### config.mk
export PLATFORM = sky130hd
export DESIGN_NAME = stbt_timer
export DESIGN_NICKNAME = d
export VERILOG_FILES = /design/src/logic/stbt_pkg.sv /design/src/logic/stbt_count_mem.sv /design/src/logic/stbt_timer.sv
export SDC_FILE = /design/constraint.sdc
export NUM_CORES = 1
export LEC_CHECK = 0
export ABC_AREA = 1
export BUFFER_PORTS_ARGS = -buffer_cell sky130_fd_sc_hd__buf_2
export CORE_ASPECT_RATIO = 0.9
export CORE_MARGIN = 1.5
export CORE_UTILIZATION = 48
export CTS_CLUSTER_DIAMETER = 60
export DETAILED_ROUTE_END_ITERATION = 8
export GPL_ROUTABILITY_DRIVEN = 0
export PLACE_DENSITY = 0.73
export REMOVE_ABC_BUFFERS = 1
export SYNTH_ARGS = -nofsm -noshare
export SYNTH_HDL_FRONTEND = slang
export SYNTH_HIERARCHICAL = 1
export SYNTH_SLANG_ARGS = --single-unit
### constraint.sdc
create_clock -name ref_clk -period 2 [get_ports ref_clk]
set_input_delay 0.2 -clock ref_clk [delete_from_list [all_inputs] [get_ports ref_clk]]
set_output_delay 0.2 -clock ref_clk [all_outputs]
set_load 0.01 [all_outputs]
### src/logic/stbt_pkg.sv
// Package for the sixteen-bit overflow timer: register map, fields, codes.
// Assumes an APB slave with 32-bit data, one aligned word per register.
package stbt_pkg;
	// ----------------------------------------
	// Register byte offsets
	// ----------------------------------------
	localparam logic [7:0] OFS_COUNT_LOW = 8'h00;
	localparam logic [7:0] OFS_COUNT_HIGH = 8'h04;
	localparam logic [7:0] OFS_CONTROL = 8'h08;
	localparam logic [7:0] OFS_FLAG = 8'h0C;
	localparam logic [7:0] OFS_ENABLE = 8'h10;
	localparam logic [7:0] OFS_COMPARE = 8'h14;
	localparam logic [7:0] OFS_CMP_MODE = 8'h18;
	// ----------------------------------------
	// Field positions and values
	// ----------------------------------------
	localparam int CTL_WIDE = 7;
	localparam int CTL_OSC_RUN = 6;
	localparam int CTL_PRE_HI = 5;
	localparam int CTL_PRE_LO = 4;
	localparam int CTL_XOSC = 3;
	localparam int CTL_SYNC_BYP = 2;
	localparam int CTL_SRC = 1;
	localparam int CTL_ON = 0;
	localparam int FLAG_OVF = 0;
	localparam int EN_OVF = 0;
	localparam int ADC_EN_BIT = 1;
	localparam logic [7:0] CONTROL_RST = 8'h00;
	localparam logic [7:0] CTL_WMASK = 8'hBF;
	localparam logic [3:0] CMP_MODE_TRIG = 4'hB;
	localparam logic [3:0] CMP_MODE_RST = 4'h0;
	localparam logic [15:0] COUNT_ONES = 16'hFFFF;
	localparam logic [15:0] COUNT_ZERO = 16'h0000;
	localparam logic [15:0] COMPARE_RST = 16'hFFFF;
	localparam logic [2:0] PRE_ZERO = 3'h0;
	localparam logic [31:0] RDATA_ZERO = 32'h0000_0000;
endpackage : stbt_pkg

### src/logic/stbt_count_mem.sv
// Counter storage: two bytes, byte write strobes, combinational read.
// Assumes the caller resolves every load and increment before writing here.
`timescale 1ns/1ps
module stbt_count_mem #(
	parameter int W = 16
) (
	input wire logic ref_clk,
	input wire logic wr_lo,
	input wire logic wr_hi,
	input wire logic [W-1:0] wdata,
	output logic [W-1:0] rdata
);
	// ----------------------------------------
	// Storage
	// ----------------------------------------
	// No reset: contents keep through every reset, start undefined at power.
	logic [W/2-1:0] lo_ff;
	logic [W/2-1:0] hi_ff;
	always_ff @(posedge ref_clk) begin
		if (wr_lo) begin
			lo_ff <= wdata[W/2-1:0];
		end
		if (wr_hi) begin
			hi_ff <= wdata[W-1:W/2];
		end
	end
	assign rdata = {hi_ff, lo_ff};
endmodule : stbt_count_mem

### src/logic/stbt_timer.sv
// Sixteen-bit up-counter with overflow flag, trigger reset and wide access.
// Assumes an APB master on ref_clk; ext_clk_in is an asynchronous pin.
//
// The implementer's own choices: the address map and the APB interface to the registers.
`timescale 1ns/1ps
module stbt_timer
	import stbt_pkg::*;
#(
	parameter int W = 16,
	parameter int PRE_W = 3
) (
	input wire logic ref_clk,
	input wire logic rst,
	input wire logic psel,
	input wire logic penable,
	input wire logic pwrite,
	input wire logic [7:0] paddr,
	input wire logic [31:0] pwdata,
	output logic [31:0] prdata,
	output logic pready,
	output logic pslverr,
	input wire logic instr_tick,
	input wire logic ext_clk_in,
	input wire logic osc_run_in,
	input wire logic adc_enabled,
	output logic overflow_irq,
	output logic adc_start,
	output logic count_tick
);
	// ----------------------------------------
	// Register state
	// ----------------------------------------
	logic [7:0] ctl_ff, nxt_ctl;
	logic flag_ff, nxt_flag;
	logic irq_en_ff, nxt_irq_en;
	logic [7:0] hbuf_ff, nxt_hbuf;
	logic [W-1:0] cmp_ff, nxt_cmp;
	logic [3:0] mode_ff, nxt_mode;
	logic [PRE_W-1:0] pre_ff, nxt_pre;
	logic [31:0] prdata_ff, nxt_prdata;
	logic pready_ff, nxt_pready;
	logic pslverr_ff, nxt_pslverr;
	logic irq_ff, adc_ff, tick_ff, nxt_adc;
	logic ext_s1_ff, ext_s2_ff, ext_s3_ff;
	logic run_s1_ff, run_s2_ff;
	logic [W-1:0] cnt;
	logic [W-1:0] cnt_wdata;
	logic cnt_wr_lo, cnt_wr_hi;

	stbt_count_mem #(.W(W)) u_mem (
		.ref_clk(ref_clk),
		.wr_lo(cnt_wr_lo),
		.wr_hi(cnt_wr_hi),
		.wdata(cnt_wdata),
		.rdata(cnt)
	);

	function automatic logic hit(input logic [7:0] a, input logic [7:0] ofs);
		hit = (a == ofs);
	endfunction : hit

	// ----------------------------------------
	// Clock source and prescaler
	// ----------------------------------------
	always_ff @(posedge ref_clk or posedge rst) begin
		if (rst) begin
			ext_s1_ff <= 1'b0;
			ext_s2_ff <= 1'b0;
			ext_s3_ff <= 1'b0;
			run_s1_ff <= 1'b0;
			run_s2_ff <= 1'b0;
		end else begin
			ext_s1_ff <= ext_clk_in;
			ext_s2_ff <= ext_s1_ff;
			ext_s3_ff <= ext_s2_ff;
			run_s1_ff <= osc_run_in;
			run_s2_ff <= run_s1_ff;
		end
	end

	// Single clock design: the bypass bit is not decoded, the pin is always sampled twice,
	// so the bypass mode behaves exactly like sync mode.
	logic ext_rise, src_tick, pre_done, inc;
	logic [PRE_W-1:0] pre_lim;
	assign ext_rise = ext_s2_ff & ~ext_s3_ff;
	assign src_tick = ctl_ff[CTL_SRC] ? ext_rise : instr_tick;
	always_comb begin
		case (ctl_ff[CTL_PRE_HI:CTL_PRE_LO])
			2'h0: pre_lim = 3'h0;
			2'h1: pre_lim = 3'h1;
			2'h2: pre_lim = 3'h3;
			default: pre_lim = 3'h7;
		endcase
	end
	assign pre_done = (pre_ff == pre_lim);
	assign inc = ctl_ff[CTL_ON] & src_tick & pre_done;

	// ----------------------------------------
	// Bus decode and counter next state
	// ----------------------------------------
	logic acc, wr, rd, wide, match, trig;
	assign acc = psel & penable & ~pready_ff;
	assign wr = acc & pwrite;
	assign rd = acc & ~pwrite;
	assign wide = ctl_ff[CTL_WIDE];
	assign match = (cnt == cmp_ff);
	assign trig = (mode_ff == CMP_MODE_TRIG) & match & ctl_ff[CTL_ON] & src_tick & pre_done;

	logic wr_lo, wr_hi, mapped;
	assign wr_lo = wr & hit(paddr, OFS_COUNT_LOW);
	assign wr_hi = wr & hit(paddr, OFS_COUNT_HIGH);
	assign mapped = hit(paddr, OFS_COUNT_LOW) | hit(paddr, OFS_COUNT_HIGH) | hit(paddr, OFS_CONTROL)
		| hit(paddr, OFS_FLAG) | hit(paddr, OFS_ENABLE) | hit(paddr, OFS_COMPARE) | hit(paddr, OFS_CMP_MODE);

	always_comb begin
		cnt_wr_lo = 1'b0;
		cnt_wr_hi = 1'b0;
		cnt_wdata = cnt;
		nxt_pre = pre_ff;
		nxt_adc = 1'b0;
		if (wr_lo) begin
			cnt_wr_lo = 1'b1;
			cnt_wr_hi = wide;
			cnt_wdata = {(wide ? hbuf_ff : cnt[W-1:8]), pwdata[7:0]};
			nxt_pre = PRE_ZERO;
		end else if (wr_hi && !wide) begin
			cnt_wr_hi = 1'b1;
			cnt_wdata = {pwdata[7:0], cnt[7:0]};
		end else if (trig) begin
			cnt_wr_lo = 1'b1;
			cnt_wr_hi = 1'b1;
			cnt_wdata = COUNT_ZERO;
			nxt_pre = PRE_ZERO;
			nxt_adc = adc_enabled;
		end else if (ctl_ff[CTL_ON] && src_tick) begin
			nxt_pre = pre_done ? PRE_ZERO : PRE_W'(pre_ff + 1'b1);
			if (pre_done) begin
				cnt_wr_lo = 1'b1;
				cnt_wr_hi = 1'b1;
				cnt_wdata = W'(cnt + 1'b1);
			end
		end
	end

	// ----------------------------------------
	// Registers and APB answer
	// ----------------------------------------
	logic ovf;
	assign ovf = inc & ~trig & ~wr_lo & ~(wr_hi & ~wide) & (cnt == COUNT_ONES);

	always_comb begin
		nxt_ctl = ctl_ff;
		nxt_ctl[CTL_OSC_RUN] = run_s2_ff;
		nxt_flag = flag_ff;
		nxt_irq_en = irq_en_ff;
		nxt_hbuf = hbuf_ff;
		nxt_cmp = cmp_ff;
		nxt_mode = mode_ff;
		nxt_prdata = prdata_ff;
		nxt_pready = acc;
		nxt_pslverr = acc & ~mapped;
		if (wr) begin
			if (hit(paddr, OFS_CONTROL)) begin
				nxt_ctl = (pwdata[7:0] & CTL_WMASK) | (ctl_ff & ~CTL_WMASK);
			end else if (hit(paddr, OFS_COUNT_HIGH) && wide) begin
				nxt_hbuf = pwdata[7:0];
			end else if (hit(paddr, OFS_FLAG)) begin
				nxt_flag = pwdata[FLAG_OVF];
			end else if (hit(paddr, OFS_ENABLE)) begin
				nxt_irq_en = pwdata[EN_OVF];
			end else if (hit(paddr, OFS_COMPARE)) begin
				nxt_cmp = pwdata[W-1:0];
			end else if (hit(paddr, OFS_CMP_MODE)) begin
				nxt_mode = pwdata[3:0];
			end
		end
		if (ovf) begin
			nxt_flag = 1'b1;
		end
		if (rd) begin
			nxt_prdata = RDATA_ZERO;
			if (hit(paddr, OFS_COUNT_LOW)) begin
				nxt_prdata[7:0] = cnt[7:0];
				if (wide) begin
					nxt_hbuf = cnt[W-1:8];
				end
			end else if (hit(paddr, OFS_COUNT_HIGH)) begin
				nxt_prdata[7:0] = wide ? hbuf_ff : cnt[W-1:8];
			end else if (hit(paddr, OFS_CONTROL)) begin
				nxt_prdata[7:0] = ctl_ff;
			end else if (hit(paddr, OFS_FLAG)) begin
				nxt_prdata[FLAG_OVF] = flag_ff;
			end else if (hit(paddr, OFS_ENABLE)) begin
				nxt_prdata[EN_OVF] = irq_en_ff;
			end else if (hit(paddr, OFS_COMPARE)) begin
				nxt_prdata[W-1:0] = cmp_ff;
			end else if (hit(paddr, OFS_CMP_MODE)) begin
				nxt_prdata[3:0] = mode_ff;
			end
		end
	end

	always_ff @(posedge ref_clk or posedge rst) begin
		if (rst) begin
			ctl_ff <= CONTROL_RST;
			flag_ff <= 1'b0;
			irq_en_ff <= 1'b0;
			hbuf_ff <= 8'h00;
			cmp_ff <= COMPARE_RST;
			mode_ff <= CMP_MODE_RST;
			pre_ff <= PRE_ZERO;
			prdata_ff <= RDATA_ZERO;
			pready_ff <= 1'b0;
			pslverr_ff <= 1'b0;
			irq_ff <= 1'b0;
			adc_ff <= 1'b0;
			tick_ff <= 1'b0;
		end else begin
			ctl_ff <= nxt_ctl;
			flag_ff <= nxt_flag;
			irq_en_ff <= nxt_irq_en;
			hbuf_ff <= nxt_hbuf;
			cmp_ff <= nxt_cmp;
			mode_ff <= nxt_mode;
			pre_ff <= nxt_pre;
			prdata_ff <= nxt_prdata;
			pready_ff <= nxt_pready;
			pslverr_ff <= nxt_pslverr;
			irq_ff <= nxt_flag & nxt_irq_en;
			adc_ff <= nxt_adc;
			tick_ff <= inc;
		end
	end

	assign prdata = prdata_ff;
	assign pready = pready_ff;
	assign pslverr = pslverr_ff;
	assign overflow_irq = irq_ff;
	assign adc_start = adc_ff;
	assign count_tick = tick_ff;

	// ----------------------------------------
	// Assertions
	// ----------------------------------------
	property p_wrap;
		@(posedge ref_clk) disable iff (rst) (inc && !trig && !wr && cnt == COUNT_ONES) |=> (cnt == COUNT_ZERO);
	endproperty
	a_wrap: assert property (p_wrap) else $error("counter did not wrap to zero");
	property p_ovf_flag;
		@(posedge ref_clk) disable iff (rst) ovf |=> flag_ff;
	endproperty
	a_ovf_flag: assert property (p_ovf_flag) else $error("overflow did not set flag");
	property p_irq;
		@(posedge ref_clk) disable iff (rst) overflow_irq == (flag_ff && irq_en_ff);
	endproperty
	a_irq: assert property (p_irq) else $error("irq not flag and enable");
	property p_trig_clear;
		@(posedge ref_clk) disable iff (rst) (trig && !wr_lo && !wr_hi) |=> (cnt == COUNT_ZERO) && adc_start == $past(adc_enabled);
	endproperty
	a_trig_clear: assert property (p_trig_clear) else $error("trigger did not clear counter");
	property p_trig_noflag;
		@(posedge ref_clk) disable iff (rst) (trig && !flag_ff && !wr) |=> !flag_ff;
	endproperty
	a_trig_noflag: assert property (p_trig_noflag) else $error("trigger set overflow flag");
	property p_write_wins;
		@(posedge ref_clk) disable iff (rst) (trig && wr_lo) |=> (cnt[7:0] == $past(pwdata[7:0]));
	endproperty
	a_write_wins: assert property (p_write_wins) else $error("write lost to trigger");
	property p_snap;
		@(posedge ref_clk) disable iff (rst) (rd && wide && hit(paddr, OFS_COUNT_LOW)) |=> (hbuf_ff == $past(cnt[W-1:8]));
	endproperty
	a_snap: assert property (p_snap) else $error("low read did not snapshot high");
	property p_wide_load;
		@(posedge ref_clk) disable iff (rst) (wr_lo && wide) |=> (cnt == {$past(hbuf_ff), $past(pwdata[7:0])});
	endproperty
	a_wide_load: assert property (p_wide_load) else $error("wide write not coherent");
	property p_hi_keep_pre;
		@(posedge ref_clk) disable iff (rst) (wr_hi && !src_tick) |=> (pre_ff == $past(pre_ff));
	endproperty
	a_hi_keep_pre: assert property (p_hi_keep_pre) else $error("high write touched prescaler");
	property p_hold;
		@(posedge ref_clk) disable iff (rst) (!ctl_ff[CTL_ON] && !wr_lo && !wr_hi) |-> !(cnt_wr_lo || cnt_wr_hi);
	endproperty
	a_hold: assert property (p_hold) else $error("counter moved while stopped");
endmodule : stbt_timer

==> results.md, run 1 <==
- Gr usage total: 28.0%
- CP Capture Type: flop
- Area of the die: 0.0110 mm^2
- Slowest cell on the critical path: dfrtp_1
- Cell row count: 35
- CTS tree: built
- Rel. slew slack: 58.7%
- Clock power frac: 45.3%
- Final Cycle Share: 94.5%
- Post-synth top area cell: dfrtp_1
- Pwr per Cell Area: 636 mW/mm^2
- Initial drt markers: 522
- Final Cell Area: 0.00584 mm^2
- Synth Flop Type: dfrtp_1
- Detailed placement HPWL: 10800 um
- Synth cell count leaders: nand2_1 (192), o21ai_0 (70), inv_1 (69), nor2_1 (61), dfrtp_1 (51)
- Root buffer cell: clkbuf_16
- Max VDD drop: 0.544 mV
- DRC errors left: 0
- H-tree lvl count: 3
- TritonCTS Buffers: 9
- Number of max-cap violations: 0
- Clock Skew: 0.0126 ns
- Grt ovf: 0
- Reg power frac: 47.7%
- Final setup vio count: 0
- Setup CP Type: reg2reg
- Final ANT Viol Nets: 0
- Seq/Total Area, Yosys: 43.9%
- Cell variety after synth: 41
- Count of input and output buffers: 53
- Cell Area, Synth: 0.00496 mm^2
- Hold depth: 3
- Yosys synthesis warning count: 6
- First-pass GRT wire length: 22900 um
- Core area: 0.0102 mm^2
- Synthesized area per cell: 7.51 um^2
- WHS: 0.0612 ns
- Max FO, Critical Path: 10
- Crit path buf inv count: 2
- Fmax: 529 MHz
- Least-Margin Pin Slew: 0.613 ns
- Drt pass-1 iters: 5
- Cell Int Power: 2.83 mW
- Area growth, synth to finish: 17.8%
- CP Data Arrival Time: 1.95 ns
- CTS Sinks: 83
- Initial antenna violation count: 0
- HP Class: in2reg
- WP data required: 2.06 ns
- Final WL: 14500 um
- Initial core utilization: 48.8%
- Most common cell in the netlist: nand2_1
- Synth top area share: 25.7%
- I/O pins: 86
- Nets: 792
- Sw frac: 23.8%
- Die Width: 110 um
- Ratio of cells with drive above 1 in the final layout: 22.4%
- Top cells by area, synth: dfrtp_1 (26%), nand2_1 (15%), edfxtp_1 (9.7%), dfstp_2 (8.5%), o21ai_0 (7.1%)
- Cell-by-cell listing of the critical path: nor2_2, nand2_1, nor2_1, nand2_4, nand2_1, inv_1, a22oi_1, buf_4
- Hold Violations, Final: 0
- Area post-placement: 0.00544 mm^2
- Ant. Diodes: 0
- CP Depth: 8
- Delay of the slowest critical-path stage: 0.38 ns
- Comb pwr share: 7.0%
- Fin. max-slew vios: 0
- CP most frequent cell: nand2_1
- Drt via density: 5.53
- Synthesized instance count: 660
- Largest net degree at the start of global routing: 68
- Clk_lat worst skew: 0.35 ns
- Placed Cells: 852
- P_sw: 0.885 mW
- Finished Layout Cells: 875
- Outcome: completed
- Worst R2R Path Depth: 8
- Synth async-reset ratio: 80.7%
- FF+latch count, synth: 83
- Worst path top cell family by delay: simple AND/OR/NAND/NOR gates
- Die Height: 99.4 um
- Static leakage: 2.89 nW
- RSZ-0062 raised after global routing: true
- Clock Tree Buf Depth: 2
- Post-synth EDFFs: 16
- Min Tclk post-route: 1.89 ns
- Routed vias: 4842
- WL/cell: 16.6 um
- Vias in the first global route: 4477
- Clock transition at path regs: 0.07 ns
- Startpoint types: flop
==> tightest hold or removal path, delay by kind of cell <==
| family | cells | cell delay, ns |
|---|---|---|
| buffers and inverters | 1 | 0.09 |
| AND/OR/NAND/NOR | 2 | 0.09 |
==> layer usage <==
| metal | share of wire, % | track usage (%) |
|---|---|---|
| met1 | 42 | 38.7 |
| met2 | 43 | 41.2 |
| met3 | 11 | 6.55 |
| met4 | 3.9 | 13.5 |
| met5 | 0 | 0 |
==> power by group through the flow <==
stage          logic, mW  clock network, mW  registers (mW)
2_1_floorplan      0.138                  0            1.80
3_3_place_gp       0.243                  0            1.80
4_1_cts            0.258               1.71            1.77
3_5_place_dp       0.250                  0            1.80
6_report           0.260               1.68            1.77
5_1_grt            0.293               1.77            1.77
==> sequential cells by signal, summed over array words and instances, names as in the netlist, 3 cells and up <==
| name | count |
|---|---|
| mode_ff | 4 |
| ctl_ff | 8 |
| prdata | 16 |
| u_mem/hi_ff | 8 |
| cmp_ff | 16 |
| pre_ff | 3 |
| u_mem/lo_ff | 8 |
| hbuf_ff | 8 |
==> final timing paths <==
path,startpoint,end,slack (ns)
setup / recovery,pready$_DFF_PP0_,u_mem/hi_ff[2]$_DFFE_PP_,0.11
hold / removal,adc_enabled,adc_start$_DFF_PP0_,0.06
setup reg to reg,pready$_DFF_PP0_,u_mem/hi_ff[2]$_DFFE_PP_,0.11
hold reg to reg,ext_s1_ff$_DFF_PP0_,ext_s2_ff$_DFF_PP0_,0.35
max in group asynchronous,rst,cmp_ff[13]$_DFFE_PP1P_,1.20
min in group asynchronous,rst,ctl_ff[6]$_DFFE_PP0N_,0.47
==> cell families (layout without fill, tap and decap cells) <==
logic type	after synthesis	in the layout	share of synthesized area, %
flip-flops	83	83	43.9
XOR/XNOR	7	7	1.24
AO/OA/AOI/OAI	128	128	13.7
AND/OR/NAND/NOR	331	331	30.1
adder cells (fa/ha/maj)	2	2	0.504
multiplexers	2	2	0.605
other	1	16	0.0756
buffers and inverters	106	177	9.84
==> metrics by stage <==
step           TNS, ns  worst slack (ns)  utilization (%)  power, mW
4_1_cts              0            0.0658             56.9       3.74
2_1_floorplan   -0.862            -0.108                -       1.94
6_report             0             0.111             57.5       3.71
3_3_place_gp         0             0.135             53.6       2.04
5_1_grt         -0.363           -0.0404             57.5       3.84
3_5_place_dp         0            0.0802             53.6       2.05
==> cell usage in the layout, fill, tap and decap left out, types with 3 or more instances in the layout <==
cell	n
inv_1	64
nand2_4	3
xnor2_1	4
dfstp_2	16
clkinv_2	3
dfrtp_1	49
o21ai_0	70
o22ai_1	12
nor4_1	3
xor2_1	3
nor3_4	3
nor2_4	5
buf_2	53
nor2_2	9
dlygate4sd3_1	3
nand3_2	5
o221ai_1	3
clkbuf_16	11
nand2_1	188
edfxtp_1	16
nand3_1	24
a21oi_1	31
nand4_1	13
nor3_1	4
inv_2	10
nand2_2	11
conb_1	16
nor2_1	58
o21ai_1	7
buf_4	28
==> cell type report <==
cell class	instances	area [um^2]
Clock buffer	11	275
Clock inverter	5	32.5
Fill cell	966	4320
Inverter	76	288
Multi-Input combinational cell	486	2380
Sequential cell	83	2180
Tap cell	129	161
Timing Repair Buffer	85	526
==> repair_timing <==
item / 4_1_cts / 5_1_grt
setup endpoints to repair: 0 / 30
hold endpoints to repair: 53 / 0
gates resized for setup: 0 / 15
hold buffers: 3 / 0
buffers inserted: 0 / 4
(Power assumes the default switching activity.)
==> run 2: changes to the inputs <==
SYNTH_HIERARCHICAL = unset   (was 1)
==> run 2 against run 1 <==
Net effect: flip-flop and latch count is the same; combinational power fell by 7%; global-route usage is 2.4 points lower; non-clock buffer count is 16 lower; power fell by 5.2%; worst setup slack improved by 0.020 ns; die area down 0.71%.
==> results.md, run 2 <==
- Setup_tns: 0 ns (unchanged)
- FF+latch count, synth: 83 (unchanged)
- Most common cell in the netlist: nand2_1
- DRC errors left: 0 (unchanged)
- Die Width: 110 um (-0.36%)
- Fmax: 535 MHz (+1.1%)
- Area growth, synth to finish: 13.8%
- Gr usage total: 25.6% (-2.4 points)
- Initial drt markers: 437 (-16%)
- Hold Violations, Final: 0 (unchanged)
- Count of input and output buffers: 53 (unchanged)
- Least-Margin Pin Slew: 0.568 ns (-0.0446 ns)
- Final ANT Viol Nets: 0 (unchanged)
- Routed vias: 4472 (-7.6%)
- Worst hold start: pwdata[15]
- Nets: 737 (-6.9%)
- CP Data Arrival Time: 1.87 ns (-0.08 ns)
- Most common cell after layout, fill and taps aside: nand2_1
- Drt pass-1 iters: 5 (unchanged)
- Max VDD drop: 0.412 mV (-24%)
- Seq/Total Area, Yosys: 44.2% (+0.32 points)
- TritonCTS Buffers: 9 (unchanged)
- Detailed placement HPWL: 9680 um (-10%)
- Max FO, Critical Path: 8 (-2)
- First-pass GRT wire length: 21100 um (-7.7%)
- R2R Setup Slk: 0.13 ns (+0.02 ns)
- Top cells by area, synth: dfrtp_1 (26%), nand2_1 (13%), edfxtp_1 (9.8%), dfstp_2 (8.5%), inv_1 (5.5%)
- Cell variety after synth: 44 (+7.3%)
- Setup ws final: 0.131 ns (+0.0201 ns)
- H-tree lvl count: 3 (unchanged)
- CP startpoint: ctl_ff[5]$_DFFE_PP0P_
- Setup CP Type: reg2reg
- Synth Flop Type: dfrtp_1
- Final WL: 12900 um (-11%)
- Ant. Diodes: 0 (unchanged)
- Pre-CTS setup slack: 0.158 ns (+0.0781 ns)
- Min Tclk post-route: 1.87 ns (-0.0201 ns)
- Synth cell count leaders: nand2_1 (172), inv_1 (72), dfrtp_1 (51), nor2_1 (44), o21ai_0 (33)
- CP Capture Type: flop
- Final Cycle Share: 93.5% (-1.0 points)
- Grt ovf: 0 (unchanged)
- I/O pins: 86 (unchanged)
- Drt via density: 5.47 (-1.1%)
- Root buffer cell: clkbuf_16
- Synth async-reset ratio: 80.7% (unchanged)
- Startpoint types: flop
- WL/cell: 15.8 um (-4.5%)
- Initial core utilization: 50.1% (+1.3 points)
- Synthesized area per cell: 7.94 um^2 (+5.7%)
- Commonest non-fill, non-tap cells in the layout: nand2_1 (172), inv_1 (71), buf_2 (53)
- Core area: 0.00983 mm^2 (-3.3%)
- CTS tree: built
- Post-synth top area cell: dfrtp_1
- Outcome: completed
- Clock transition at path regs: 0.06 ns (about the same)
- FF-to-FF Start: ctl_ff[5]$_DFFE_PP0P_
- Pwr per Cell Area: 628 mW/mm^2 (-1.2%)
- Vias in the first global route: 4168 (-6.9%)
- Post-synth EDFFs: 16 (unchanged)
- Yosys synthesis warning count: 0 (-6)
- Area of the die: 0.0109 mm^2 (-0.71%)
- Number of max-cap violations: 0 (unchanged)
- WP data required: 2.00 ns (-0.06 ns)
- Synthesized instance count: 620 (-6.1%)
- Clock Skew: 0.00400 ns (-0.00864 ns)
- Cell row count: 34 (-2.9%)
- Synth top area share: 25.9% (+0.19 points)
- RSZ-0062 raised after global routing: false
- Rel. slew slack: 62.1% (+3.4 points)
- CTS Sinks: 83 (unchanged)
- HP Class: in2reg
- Cell Area, Synth: 0.00492 mm^2 (-0.73%)
- Initial antenna violation count: 0 (unchanged)
- Final setup vio count: 0 (unchanged)
- Clk_lat worst skew: 0.34 ns (about the same)
- Ratio of cells with drive above 1 in the final layout: 23.4% (+1.1 points)
- Die Height: 99.1 um (-0.36%)
- Fin. max-slew vios: 0 (unchanged)
- Static leakage: 2.79 nW (-3.4%)
- Largest net degree at the start of global routing: 35 (-49%)
- Clock Tree Buf Depth: 2 (unchanged)
==> run 2: cell types whose count changed in the layout (fill, tap and decap cells not counted), sizes merged, moves of 3 or more <==
cell    before  now
a21oi       31   26
buf         82   66
inv         75   84
nand2      202  183
nor2        72   58
o211ai       1   10
o21ai       77   66
o21bai       0    4
o221ai       3    0
o22ai       12    8
xor2         3    6
==> run 2: metrics by stage <==
| step | hold slack (ns) | utilization, % | std cells | cell area (um^2) | power [mW] |
|---|---|---|---|---|---|
| floorplan | 0.231 | - | 606 | 4770 | 1.93 |
| CTS | 0.0969 | 56.9 | 816 | 5600 | 3.53 |
| detailed placement | 0.287 | 54.0 | 797 | 5300 | 2.04 |
| finish | 0.0950 | 57.0 | 817 | 5600 | 3.52 |
| global placement | 0.284 | 54.0 | 797 | 5300 | 2.04 |
| global route | 0.103 | 57.0 | 817 | 5600 | 3.64 |
==> run 2: timing repair <==
action                     CTS  global route
gates resized for setup      0             0
setup endpoints to repair    0             5
hold buffers                 3             0
hold endpoints to repair    20             0
setup buffers                0             1
==> run 2: kinds of logic after synthesis <==
kind of cell | Yosys count | share of synthesized area (%)
and+or+nand+nor | 292 | 28.2
AOI/OAI and AO/OA | 118 | 14.2
buffers and inverters | 114 | 11.0
DFF | 83 | 44.2
xor gates and xnor gates | 9 | 1.60
adders and majority gates | 2 | 0.508
other | 1 | 0.0762
muxes | 1 | 0.229
==> run 2: worst paths after layout <==
| path | end | depth (start not counted) |
|---|---|---|
| setup / recovery | u_mem.lo_ff[3]$_DFFE_PP_ | 5 |
| min in group asynchronous | prdata[3]$_DFFE_PP0P_ | 3 |
| max in group asynchronous | cmp_ff[1]$_DFFE_PP1P_ | 4 |
| setup reg to reg | u_mem.lo_ff[3]$_DFFE_PP_ | 5 |
| hold / removal | cmp_ff[15]$_DFFE_PP1P_ | 2 |
| hold reg to reg | ext_s2_ff$_DFF_PP0_ | 0 |
==> run 2: layout make-up <==
class / count / area (um^2)
fillers: 900 / 4220
clock inverters: 6 / 32.5
inverters: 85 / 329
well taps: 126 / 158
clock buffers: 10 / 229
flip-flops and latches: 83 / 2180
multi-input cells: 438 / 2260
repair buffers: 69 / 418
==> run 2: report_power, final <==
part | leakage, nW | switching (mW) | internal (mW)
Sequential | 0.957 | 0.0223 | 1.76
Clock | 0.133 | 0.668 | 0.830
Combinational | 1.70 | 0.161 | 0.0801
==> run 2: critical path, stage by stage (launching register included) <==
cell	delay, ns
dfrtp_1	0.44
xnor2_1	0.26
nand2_1	0.08
nor2_1	0.27
nand3_2	0.14
nand2_1	0.33
==> run 2: routing by layer <==
layer / up-vias / wire [um] / track usage (%)
li1: 2110 / - / -
met1: 2110 / 5750 / 36.0
met2: 223 / 5920 / 39.9
met3: 29 / 895 / 3.64
met4: 0 / 359 / 9.69
met5: - / 0 / 0
